`src/inc/tbp_pkg.sv`:
```
// Notes on behaviour
// - polarity bit: 0 active high, 1 active low
// - mode: standard, set on match, toggle, center
// - clock: peripheral, fast, slow; 11 test only
// - fast clock runs in stop, halts in sleep
// - slow clock runs in stop and sleep
// - prescale code n divides by two power n
// - period high nibble, upper bits read zero
// - duty high nibble, upper bits read zero
// - reset clears every field and value
// - channel 3 owns a 12-bit duty value
// - write high first; low write loads, starts
// - channels 0/3 share group 0 settings
// - standard mode duty ratio is (duty+1)/(period+1)
// - run in idle, stop and sleep halt peripheral clock
package tbp_pkg;

  localparam int NUM_GRP = 3;  // counter groups with period and control
  localparam int NUM_CH  = 4;  // outputs, each with its own duty value

  // register indices; byte address is four times the index
  localparam logic [7:0] CH3_DUTY_LOW_IDX    = 8'hE5;
  localparam logic [7:0] CH3_DUTY_HIGH_IDX   = 8'hE6;
  localparam logic [7:0] CH2_CONTROL_IDX     = 8'hEA;
  localparam logic [7:0] CH2_PERIOD_LOW_IDX  = 8'hEB;
  localparam logic [7:0] CH2_PERIOD_HIGH_IDX = 8'hEC;
  localparam logic [7:0] CH2_DUTY_LOW_IDX    = 8'hED;
  localparam logic [7:0] CH2_DUTY_HIGH_IDX   = 8'hEE;
  localparam logic [7:0] CH1_CONTROL_IDX     = 8'hF2;
  localparam logic [7:0] CH1_PERIOD_LOW_IDX  = 8'hF3;
  localparam logic [7:0] CH1_PERIOD_HIGH_IDX = 8'hF4;
  localparam logic [7:0] CH1_DUTY_LOW_IDX    = 8'hF5;
  localparam logic [7:0] CH1_DUTY_HIGH_IDX   = 8'hF6;
  localparam logic [7:0] CH0_CONTROL_IDX     = 8'hFA;
  localparam logic [7:0] CH0_PERIOD_LOW_IDX  = 8'hFB;
  localparam logic [7:0] CH0_PERIOD_HIGH_IDX = 8'hFC;
  localparam logic [7:0] CH0_DUTY_LOW_IDX    = 8'hFD;
  localparam logic [7:0] CH0_DUTY_HIGH_IDX   = 8'hFE;

  // lookup tables indexed by group or channel number
  localparam logic [2:0][7:0] CTRL_IDX_TAB =
    {CH2_CONTROL_IDX, CH1_CONTROL_IDX, CH0_CONTROL_IDX};
  localparam logic [2:0][7:0] PL_IDX_TAB =
    {CH2_PERIOD_LOW_IDX, CH1_PERIOD_LOW_IDX, CH0_PERIOD_LOW_IDX};
  localparam logic [2:0][7:0] PH_IDX_TAB =
    {CH2_PERIOD_HIGH_IDX, CH1_PERIOD_HIGH_IDX, CH0_PERIOD_HIGH_IDX};
  localparam logic [3:0][7:0] DL_IDX_TAB =
    {CH3_DUTY_LOW_IDX, CH2_DUTY_LOW_IDX, CH1_DUTY_LOW_IDX,
     CH0_DUTY_LOW_IDX};
  localparam logic [3:0][7:0] DH_IDX_TAB =
    {CH3_DUTY_HIGH_IDX, CH2_DUTY_HIGH_IDX, CH1_DUTY_HIGH_IDX,
     CH0_DUTY_HIGH_IDX};

  // control register field positions
  localparam int POL_BIT  = 7;
  localparam int MODE_HI  = 6;
  localparam int MODE_LO  = 5;
  localparam int CS_HI    = 4;
  localparam int CS_LO    = 3;
  localparam int PS_HI    = 2;
  localparam int PS_LO    = 0;

  // reset values
  localparam logic [7:0]  CTRL_RST = 8'h00;
  localparam logic [11:0] VAL_RST  = 12'h000;
  localparam logic [3:0]  HIGH_RST = 4'h0;

  // clock rate of pclk
  localparam int PCLK_HZ = 50_000_000;

  // working modes in code order 00..11
  typedef enum logic [1:0] {
    TBP_MODE_STD, TBP_MODE_SET, TBP_MODE_TOG, TBP_MODE_CTR
  } tbp_mode_t;

  // clock sources in code order 00..11
  typedef enum logic [1:0] {
    TBP_CLK_PER, TBP_CLK_FAST, TBP_CLK_SLOW, TBP_CLK_TEST
  } tbp_clk_t;

endpackage

```
`src/rtl/tbp_pwm_out.sv`:
```
`timescale 1ns/1ps
// one modulated output: compares the shared counter with its duty value
module tbp_pwm_out
  import tbp_pkg::*;
(
  input  wire logic        pclk,     // system clock
  input  wire logic        presetn,  // async reset, active low
  input  wire logic        tick,     // prescaled count enable
  input  wire logic        run,      // output started by software
  input  wire tbp_mode_t   mode,     // working mode
  input  wire logic        pol,      // 1 inverts the active level
  input  wire logic [11:0] duty,     // duty value
  input  wire logic [11:0] per,      // period value
  input  wire logic [11:0] cnt,      // shared group counter
  output logic             out       // modulated output
);

  logic held_reg;  // latched level for match modes
  logic match;     // counter equals duty
  logic wrap;      // counter at period end
  logic act;       // active state before polarity

  // compare terms
  always_comb
  begin
    match = (cnt == duty);
    wrap  = (cnt >= per);
    if (mode == TBP_MODE_STD || mode == TBP_MODE_CTR)
      act = (cnt <= duty);
    else
      act = held_reg;
  end

  // latched level for set and toggle modes
  always_ff @(posedge pclk or negedge presetn)
  begin
    if (!presetn)
      held_reg <= 1'b0;
    else if (!run)
      held_reg <= 1'b0;
    else if (tick)
    begin
      unique case (mode)
        TBP_MODE_SET:  // set on match, clear at period end
          if (match)
            held_reg <= 1'b1;
          else if (wrap)
            held_reg <= 1'b0;
        TBP_MODE_TOG:  // flip on each match
          if (match)
            held_reg <= ~held_reg;
        TBP_MODE_STD, TBP_MODE_CTR:
          held_reg <= held_reg;
      endcase
    end
  end

  // registered output with polarity applied
  always_ff @(posedge pclk or negedge presetn)
  begin
    if (!presetn)
      out <= 1'b0;
    else
      out <= run ? (act ^ pol) : pol;
  end
endmodule // tbp_pwm_out

```
`src/rtl/tbp_pwm_top.sv`:
```
`timescale 1ns/1ps
// twelve-bit pwm channels with apb register access
module tbp_pwm_top
  import tbp_pkg::*;
(
  input  wire logic        pclk,        // system clock, 50 MHz
  input  wire logic        presetn,     // async reset, active low
  input  wire logic        psel,        // apb select
  input  wire logic        penable,     // apb access phase
  input  wire logic        pwrite,      // apb write
  input  wire logic [11:0] paddr,       // apb byte address
  input  wire logic [31:0] pwdata,      // apb write data
  input  wire logic [3:0]  pstrb,       // apb byte strobes
  output logic             pready,      // apb ready
  output logic [31:0]      prdata,      // apb read data
  output logic             pslverr,     // apb error, unmapped address
  input  wire logic        hirc_clk,    // fast oscillator, async pin
  input  wire logic        lirc_clk,    // slow oscillator, async pin
  input  wire logic        stop_mode,   // stop low-power mode
  input  wire logic        sleep_mode,  // sleep low-power mode
  output logic [3:0]       pwm_out      // modulated outputs
);

  logic [7:0]  ctrl_reg    [NUM_GRP];  // control per group
  logic [11:0] per_reg     [NUM_GRP];  // active period value
  logic [3:0]  per_hi_reg  [NUM_GRP];  // staged period high nibble
  logic [11:0] duty_reg    [NUM_CH];   // active duty value
  logic [3:0]  duty_hi_reg [NUM_CH];   // staged duty high nibble
  logic [3:0]  run_reg;                // output started
  logic [6:0]  psc_reg     [NUM_GRP];  // prescaler count
  logic [11:0] cnt_reg     [NUM_GRP];  // group counter
  logic [2:0]  dir_reg;                // center mode counting down
  logic [2:0]  hirc_sync_reg;          // fast clock sync and edge
  logic [2:0]  lirc_sync_reg;          // slow clock sync and edge

  logic [2:0]  hit_ctrl;   // control register addressed
  logic [2:0]  hit_pl;     // period low addressed
  logic [2:0]  hit_ph;     // period high addressed
  logic [3:0]  hit_dl;     // duty low addressed
  logic [3:0]  hit_dh;     // duty high addressed
  logic        any_hit;    // mapped address
  logic        word_ok;    // aligned, in range
  logic [7:0]  idx;        // register index
  logic        wr_en;      // write takes effect
  logic        setup;      // apb setup cycle
  logic [31:0] rdata_next; // read data for the addressed register
  logic        fast_en;    // fast oscillator rising edge
  logic        slow_en;    // slow oscillator rising edge
  logic [2:0]  src_en;     // selected source enable per group
  logic [2:0]  tick;       // prescaled enable per group
  logic [2:0]  grp_run;    // group has a started output

  // group that owns the period and control of a channel
  function automatic int chan_grp(input int c);
    return (c == 3) ? 0 : c;
  endfunction

  // prescaler reaches the end of a 2^n divide
  function automatic logic psc_hit(input logic [6:0] c,
                                   input logic [2:0] n);
    logic [7:0] full;
    full = (8'h01 << n) - 8'h01;
    return (c & full[6:0]) == full[6:0];
  endfunction

  // address decode
  always_comb
  begin
    word_ok  = (paddr[1:0] == 2'h0) && (paddr[11:10] == 2'h0);
    idx      = paddr[9:2];
    hit_ctrl = '0;
    hit_pl   = '0;
    hit_ph   = '0;
    hit_dl   = '0;
    hit_dh   = '0;
    for (int g = 0; g < NUM_GRP; g++)
    begin
      hit_ctrl[g] = word_ok && (idx == CTRL_IDX_TAB[g]);
      hit_pl[g]   = word_ok && (idx == PL_IDX_TAB[g]);
      hit_ph[g]   = word_ok && (idx == PH_IDX_TAB[g]);
    end
    for (int c = 0; c < NUM_CH; c++)
    begin
      hit_dl[c] = word_ok && (idx == DL_IDX_TAB[c]);
      hit_dh[c] = word_ok && (idx == DH_IDX_TAB[c]);
    end
    any_hit = |{hit_ctrl, hit_pl, hit_ph, hit_dl, hit_dh};
  end

  // apb handshake, no wait states
  assign pready = 1'b1;
  assign setup  = psel && !penable;
  assign wr_en  = psel && penable && pwrite && pstrb[0] && any_hit;

  // read mux, upper nibble of high registers reads zero
  always_comb
  begin
    rdata_next = '0;
    for (int g = 0; g < NUM_GRP; g++)
    begin
      if (hit_ctrl[g])
        rdata_next[7:0] = ctrl_reg[g];
      if (hit_pl[g])
        rdata_next[7:0] = per_reg[g][7:0];
      if (hit_ph[g])
        rdata_next[3:0] = per_hi_reg[g];
    end
    for (int c = 0; c < NUM_CH; c++)
    begin
      if (hit_dl[c])
        rdata_next[7:0] = duty_reg[c][7:0];
      if (hit_dh[c])
        rdata_next[3:0] = duty_hi_reg[c];
    end
  end

  // read data and error captured in the setup cycle
  always_ff @(posedge pclk or negedge presetn)
  begin
    if (!presetn)
    begin
      prdata  <= '0;
      pslverr <= 1'b0;
    end
    else if (setup)
    begin
      prdata  <= pwrite ? 32'h0000_0000 : rdata_next;
      pslverr <= !any_hit;
    end
  end

  // control registers
  always_ff @(posedge pclk or negedge presetn)
  begin
    if (!presetn)
      for (int g = 0; g < NUM_GRP; g++)
        ctrl_reg[g] <= CTRL_RST;
    else if (wr_en)
      for (int g = 0; g < NUM_GRP; g++)
        if (hit_ctrl[g])
          ctrl_reg[g] <= pwdata[7:0];
  end

  // period values: high stages, low loads the whole value
  always_ff @(posedge pclk or negedge presetn)
  begin
    if (!presetn)
      for (int g = 0; g < NUM_GRP; g++)
      begin
        per_reg[g]    <= VAL_RST;
        per_hi_reg[g] <= HIGH_RST;
      end
    else if (wr_en)
      for (int g = 0; g < NUM_GRP; g++)
      begin
        if (hit_ph[g])
          per_hi_reg[g] <= pwdata[3:0];
        if (hit_pl[g])
          per_reg[g] <= {per_hi_reg[g], pwdata[7:0]};
      end
  end

  // duty values: same staging as the period
  always_ff @(posedge pclk or negedge presetn)
  begin
    if (!presetn)
      for (int c = 0; c < NUM_CH; c++)
      begin
        duty_reg[c]    <= VAL_RST;
        duty_hi_reg[c] <= HIGH_RST;
      end
    else if (wr_en)
      for (int c = 0; c < NUM_CH; c++)
      begin
        if (hit_dh[c])
          duty_hi_reg[c] <= pwdata[3:0];
        if (hit_dl[c])
          duty_reg[c] <= {duty_hi_reg[c], pwdata[7:0]};
      end
  end

  // a low-byte write starts the output
  always_ff @(posedge pclk or negedge presetn)
  begin
    if (!presetn)
      run_reg <= '0;
    else if (wr_en)
      for (int c = 0; c < NUM_CH; c++)
        if (hit_dl[c] || hit_pl[chan_grp(c)])
          run_reg[c] <= 1'b1;
  end

  // oscillator pins: two flops, then a third for edge detect
  always_ff @(posedge pclk or negedge presetn)
  begin
    if (!presetn)
    begin
      hirc_sync_reg <= '0;
      lirc_sync_reg <= '0;
    end
    else
    begin
      hirc_sync_reg <= {hirc_sync_reg[1:0], hirc_clk};
      lirc_sync_reg <= {lirc_sync_reg[1:0], lirc_clk};
    end
  end

  assign fast_en = hirc_sync_reg[1] && !hirc_sync_reg[2];
  assign slow_en = lirc_sync_reg[1] && !lirc_sync_reg[2];

  // source enable per group, peripheral and fast sources gated by low-power modes
  always_comb
  begin
    for (int g = 0; g < NUM_GRP; g++)
    begin
      grp_run[g] = run_reg[g] || (g == 0 && run_reg[3]);
      unique case (tbp_clk_t'(ctrl_reg[g][CS_HI:CS_LO]))
        TBP_CLK_PER:
          src_en[g] = !stop_mode && !sleep_mode;
        TBP_CLK_FAST:
          src_en[g] = fast_en && !sleep_mode;
        TBP_CLK_SLOW:
          src_en[g] = slow_en;
        TBP_CLK_TEST:
          src_en[g] = 1'b0;
      endcase
      tick[g] = src_en[g] && grp_run[g] &&
                psc_hit(psc_reg[g], ctrl_reg[g][PS_HI:PS_LO]);
    end
  end

  // prescaler counters
  always_ff @(posedge pclk or negedge presetn)
  begin
    if (!presetn)
      for (int g = 0; g < NUM_GRP; g++)
        psc_reg[g] <= '0;
    else
      for (int g = 0; g < NUM_GRP; g++)
        if (!grp_run[g])
          psc_reg[g] <= '0;
        else if (src_en[g])
          psc_reg[g] <= psc_reg[g] + 7'h01;
  end

  // group counters: up and wrap, or up-down when center-aligned
  always_ff @(posedge pclk or negedge presetn)
  begin
    if (!presetn)
    begin
      dir_reg <= '0;
      for (int g = 0; g < NUM_GRP; g++)
        cnt_reg[g] <= VAL_RST;
    end
    else
      for (int g = 0; g < NUM_GRP; g++)
        if (wr_en && hit_pl[g])
        begin
          cnt_reg[g] <= VAL_RST;  // restart on a new period
          dir_reg[g] <= 1'b0;
        end
        else if (tick[g])
        begin
          if (ctrl_reg[g][MODE_HI:MODE_LO] != TBP_MODE_CTR)
          begin
            dir_reg[g] <= 1'b0;
            if (cnt_reg[g] >= per_reg[g])
              cnt_reg[g] <= VAL_RST;
            else
              cnt_reg[g] <= cnt_reg[g] + 12'h001;
          end
          else if (!dir_reg[g])  // center mode, rising half
          begin
            if (cnt_reg[g] >= per_reg[g])
            begin
              dir_reg[g] <= 1'b1;
              cnt_reg[g] <= (cnt_reg[g] == VAL_RST) ? VAL_RST :
                            cnt_reg[g] - 12'h001;
            end
            else
              cnt_reg[g] <= cnt_reg[g] + 12'h001;
          end
          else if (cnt_reg[g] == VAL_RST)  // center mode, bottom
          begin
            dir_reg[g] <= 1'b0;
            cnt_reg[g] <= (per_reg[g] == VAL_RST) ? VAL_RST : 12'h001;
          end
          else
            cnt_reg[g] <= cnt_reg[g] - 12'h001;
        end
  end

  // one output per channel; channel 3 follows group 0
  for (genvar c = 0; c < NUM_CH; c++)
  begin : g_out
    localparam int G = chan_grp(c);
    tbp_pwm_out u_out (
      .pclk    (pclk),
      .presetn (presetn),
      .tick    (tick[G]),
      .run     (run_reg[c]),
      .mode    (tbp_mode_t'(ctrl_reg[G][MODE_HI:MODE_LO])),
      .pol     (ctrl_reg[G][POL_BIT]),
      .duty    (duty_reg[c]),
      .per     (per_reg[G]),
      .cnt     (cnt_reg[G]),
      .out     (pwm_out[c])
    );
  end
endmodule // tbp_pwm_top
```
`config.mk`:
```
export PLATFORM = sky130hd
export DESIGN_NAME = tbp_pwm_top
export DESIGN_NICKNAME = d
export VERILOG_FILES = /design/src/inc/tbp_pkg.sv /design/src/rtl/tbp_pwm_out.sv /design/src/rtl/tbp_pwm_top.sv
export SDC_FILE = /design/constraint.sdc
export NUM_CORES = 1
export LEC_CHECK = 0
export BUFFER_PORTS_ARGS = -buffer_cell sky130_fd_sc_hd__buf_2
export CAP_MARGIN = 20
export CELL_PAD_IN_SITES_DETAIL_PLACEMENT = 2
export CELL_PAD_IN_SITES_GLOBAL_PLACEMENT = 2
export CORE_UTILIZATION = 42
export DETAILED_ROUTE_END_ITERATION = 7
export GPL_TIMING_DRIVEN = 0
export PLACE_DENSITY_LB_ADDON = 0.1
export SYNTH_ARGS = -nofsm -noshare
export SYNTH_HDL_FRONTEND = slang
export SYNTH_SLANG_ARGS = --single-unit
```
`constraint.sdc`:
```
create_clock -name pclk -period 7.88 [get_ports pclk]
set_input_delay 1.576 -clock pclk [delete_from_list [all_inputs] [get_ports pclk]]
set_output_delay 1.576 -clock pclk [all_outputs]
set_load 0.005 [all_outputs]
```
==> results.yml <==
finish:
  nFillCells: 3585
  drive_gt1_frac: 0.134
  final_area_um2: 16100
  largest_reg_flops: 48
  synthToLayoutAreaGrowth_pct: 13.9
  fin_cells: 2089
  nets: 1789
  mostFrequentLayoutCell: "dfrtp_1"
  antenna_cells: 0
  final_cell_mix: "223 x dfrtp_1, 158 x nand2_1, 153 x o21ai_0, 109 x inv_1, 105 x ha_1"
grt:
  grt_pass1_wl_um: 85700
  grt_max_degree: 90
  grt_usage: 0.330
  antenna_found_initial: 1
  grt_pass1_vias: 14114
  grt-ovfl-total: 0
setup_path:
  path_cells: "buf_2 -> nor4_2 -> nand2_1 -> nor3_1 -> buf_2 -> nand2_1 -> nor2_1 -> clkbuf_1 -> o21ai_0"
  slowest_delay_ns: 0.68
  crit_type: "input pin to flip-flop"
  crit_start: "paddr[1]"
  worstReg2RegStart: "cnt_reg[28]$_DFFE_PN0P_"
  required_ns: 8.30
  cp_slowest_cell: "nor4_2"
  arrival_ns: 5.08
  rr_endpoint: "cnt_reg[33]$_DFFE_PN0P_"
  r2r_cells: 8
  worstSetupStartpointType: "input pin"
  r2r_setup_slack_ns: 4.51
  path_max_fanout: 10
  worst_setup_path_end_kind: "flip-flop"
  crit_path_end: "duty_reg[26]$_DFFE_PN0P_"
synth:
  synth_area_leaders: "dfrtp_1 39%, ha_1 9.3%, o21ai_0 5.4%"
  yosysTopAreaCellShare: 0.394
  syn_area_per_cell_um2: 9.23
  netlist.top_cell.by_area: "dfrtp_1"
  postSynthCellCount: 1535
  synth_cell_types: 84
  ys.flop_type: "dfrtp_1"
  yosys_register_bits: 223
  syn_area_um2: 14200
  synth-edff-count: 0
  synth_async_sr_flop_share: 1.00
  synth_seq_area_share: 0.394
  synth_warnings: 0
timing:
  setup_viol: 0
  worst_pin_slew_ns: 1.25
  max-slew-margin-rel: 0.157
  finalCriticalPeriod_ns: 4.66
  fmax_mhz: 214
  hold_viol: 0
  report.final.slew_viol_count: 0
  rsz0062_at_grt: "no"
  timing.final.crit_share: 0.592
  timing.setup.tns_ns: 0
  fin_worst_skew_ns: 0.00889
clocking:
  clkSinkCount: 223
  cts_setup_buffers: 0
  cts_tree: "yes"
  cts-root-buf: "clkbuf_16"
  cts_buffers: 28
  clock_latency_ns: 0.56
  ctsHoldBuffers: 0
  clkTransAtPathRegs_ns: 0.06
  clock_path_buffers: 3
  ctsResizeCount: 0
  htreeDepth: 1
detailed_routing:
  drt_wl_total_um: 55200
  vias: 12938
  ant_nets: 0
  drc: 0
  via_per_inst: 6.19
  detail_route.wl_per_cell_um: 26.4
  drt_first_iter_violations: 892
  first_pass_iters: 5
place:
  portBuffers: 36
  post-dp-hpwl_um: 40700
  gp_congestion: 0.937
  dpl_cell_area_um2: 15100
  dp.cells: 2039
worst_hold_path:
  min_path_type: "flip-flop to flip-flop"
power:
  pwr_density_cell_nw_per_um2: 173
  vdd_drop_max_mv: 0.159
  p_leak_nw: 7.73
flow_run:
  maxCapViolations: 0
floorplanning:
  core_area_um2: 32900
  die_y_um: 186
  start_util: 0.431
  io_pins: 95
  fp.dieW_um: 186
  dieArea_um2: 34500
  rows: 66
status:
  status: "completed"
## worst min-delay path by stage
stage | end | cells after the start | from
after global routing | lirc_sync_reg[1]$_DFF_PN0_ | 0 | lirc_sync_reg[0]$_DFF_PN0_
after floorplan | hirc_sync_reg[1]$_DFF_PN0_ | 0 | hirc_sync_reg[0]$_DFF_PN0_
after CTS | hirc_sync_reg[1]$_DFF_PN0_ | 0 | hirc_sync_reg[0]$_DFF_PN0_
after detailed placement | hirc_sync_reg[1]$_DFF_PN0_ | 0 | hirc_sync_reg[0]$_DFF_PN0_
final | hirc_sync_reg[1]$_DFF_PN0_ | 0 | hirc_sync_reg[0]$_DFF_PN0_
after global placement | hirc_sync_reg[1]$_DFF_PN0_ | 0 | hirc_sync_reg[0]$_DFF_PN0_
## synthesized netlist by cell type (all sizes together), types with 16 or more instances
cell type,instances
dfrtp,223
nand2,159
o21ai,158
inv,109
ha,105
nor2,68
a21oi,64
buf,56
mux2,51
nand4,40
clkbuf,38
and3,31
nand3,31
nor3,31
nor4,30
a211oi,20
a21o,20
a221oi,20
a31oi,20
nor2b,20
nand2b,19
and2,16
## per-layer routing
layer,wire length [um],vias up,share of wire,global-route usage
li1,-,5740,-,-
met1,24600,6816,0.45,0.439
met2,26500,297,0.48,0.559
met3,2560,85,0.046,0.0430
met4,1590,0,0.029,0.0948
met5,0,-,0,0
## worst max-delay path, delay by kind of cell
family | cells | cell delay [ns]
AO/OA/AOI/OAI | 1 | 0.14
buffers and inverters | 3 | 0.89
AND/OR/NAND/NOR | 5 | 2.47
## report_power, final
group	internal [W]	switching [W]
logic	0.0000274	0.0000793
registers	0.00115	0.00000227
clock network	0.000975	0.000558
total	0.00215	0.000640
## layout make-up
| class | instances | area, um^2 | share of cell area |
|---|---|---|---|
| Buffer | 94 | 512 | 0.0317 |
| Clock buffer | 37 | 806 | 0.0499 |
| Clock inverter | 13 | 270 | 0.0168 |
| Inverter | 110 | 413 | 0.0256 |
| Multi-Input combinational cell | 1131 | 7750 | 0.480 |
| Sequential cell | 223 | 5580 | 0.346 |
| Tap cell | 442 | 553 | 0.0343 |
| Timing Repair Buffer | 39 | 253 | 0.0157 |
## kinds of logic (layout without fill, tap and decap cells)
family,after synthesis,in the layout,share of synthesized area
AO/OA/AOI/OAI,418,418,0.194
XOR/XNOR,27,27,0.0167
adder cells (fa/ha/maj),105,105,0.0927
buffers and inverters,204,293,0.0653
flip-flops,223,223,0.394
multiplexers,61,61,0.0476
other,2,25,0.000530
AND/OR/NAND/NOR,495,495,0.189
## metrics by stage
| stage | total power [W] | utilization | hold slack (ns) | setup WS (ns) |
|---|---|---|---|---|
| 3_5_place_dp | 0.00128 | 0.458 | 0.356 | 2.87 |
| 2_1_floorplan | 0.00121 | - | 0.331 | 4.28 |
| 5_1_grt | 0.00285 | 0.491 | 0.378 | 3.17 |
| 6_report | 0.00279 | 0.491 | 0.367 | 3.22 |
| 4_1_cts | 0.00280 | 0.491 | 0.370 | 3.42 |
| 3_3_place_gp | 0.00127 | 0.456 | 0.335 | 1.05 |
No activity file was read; power rests on OpenSTA's default activity.
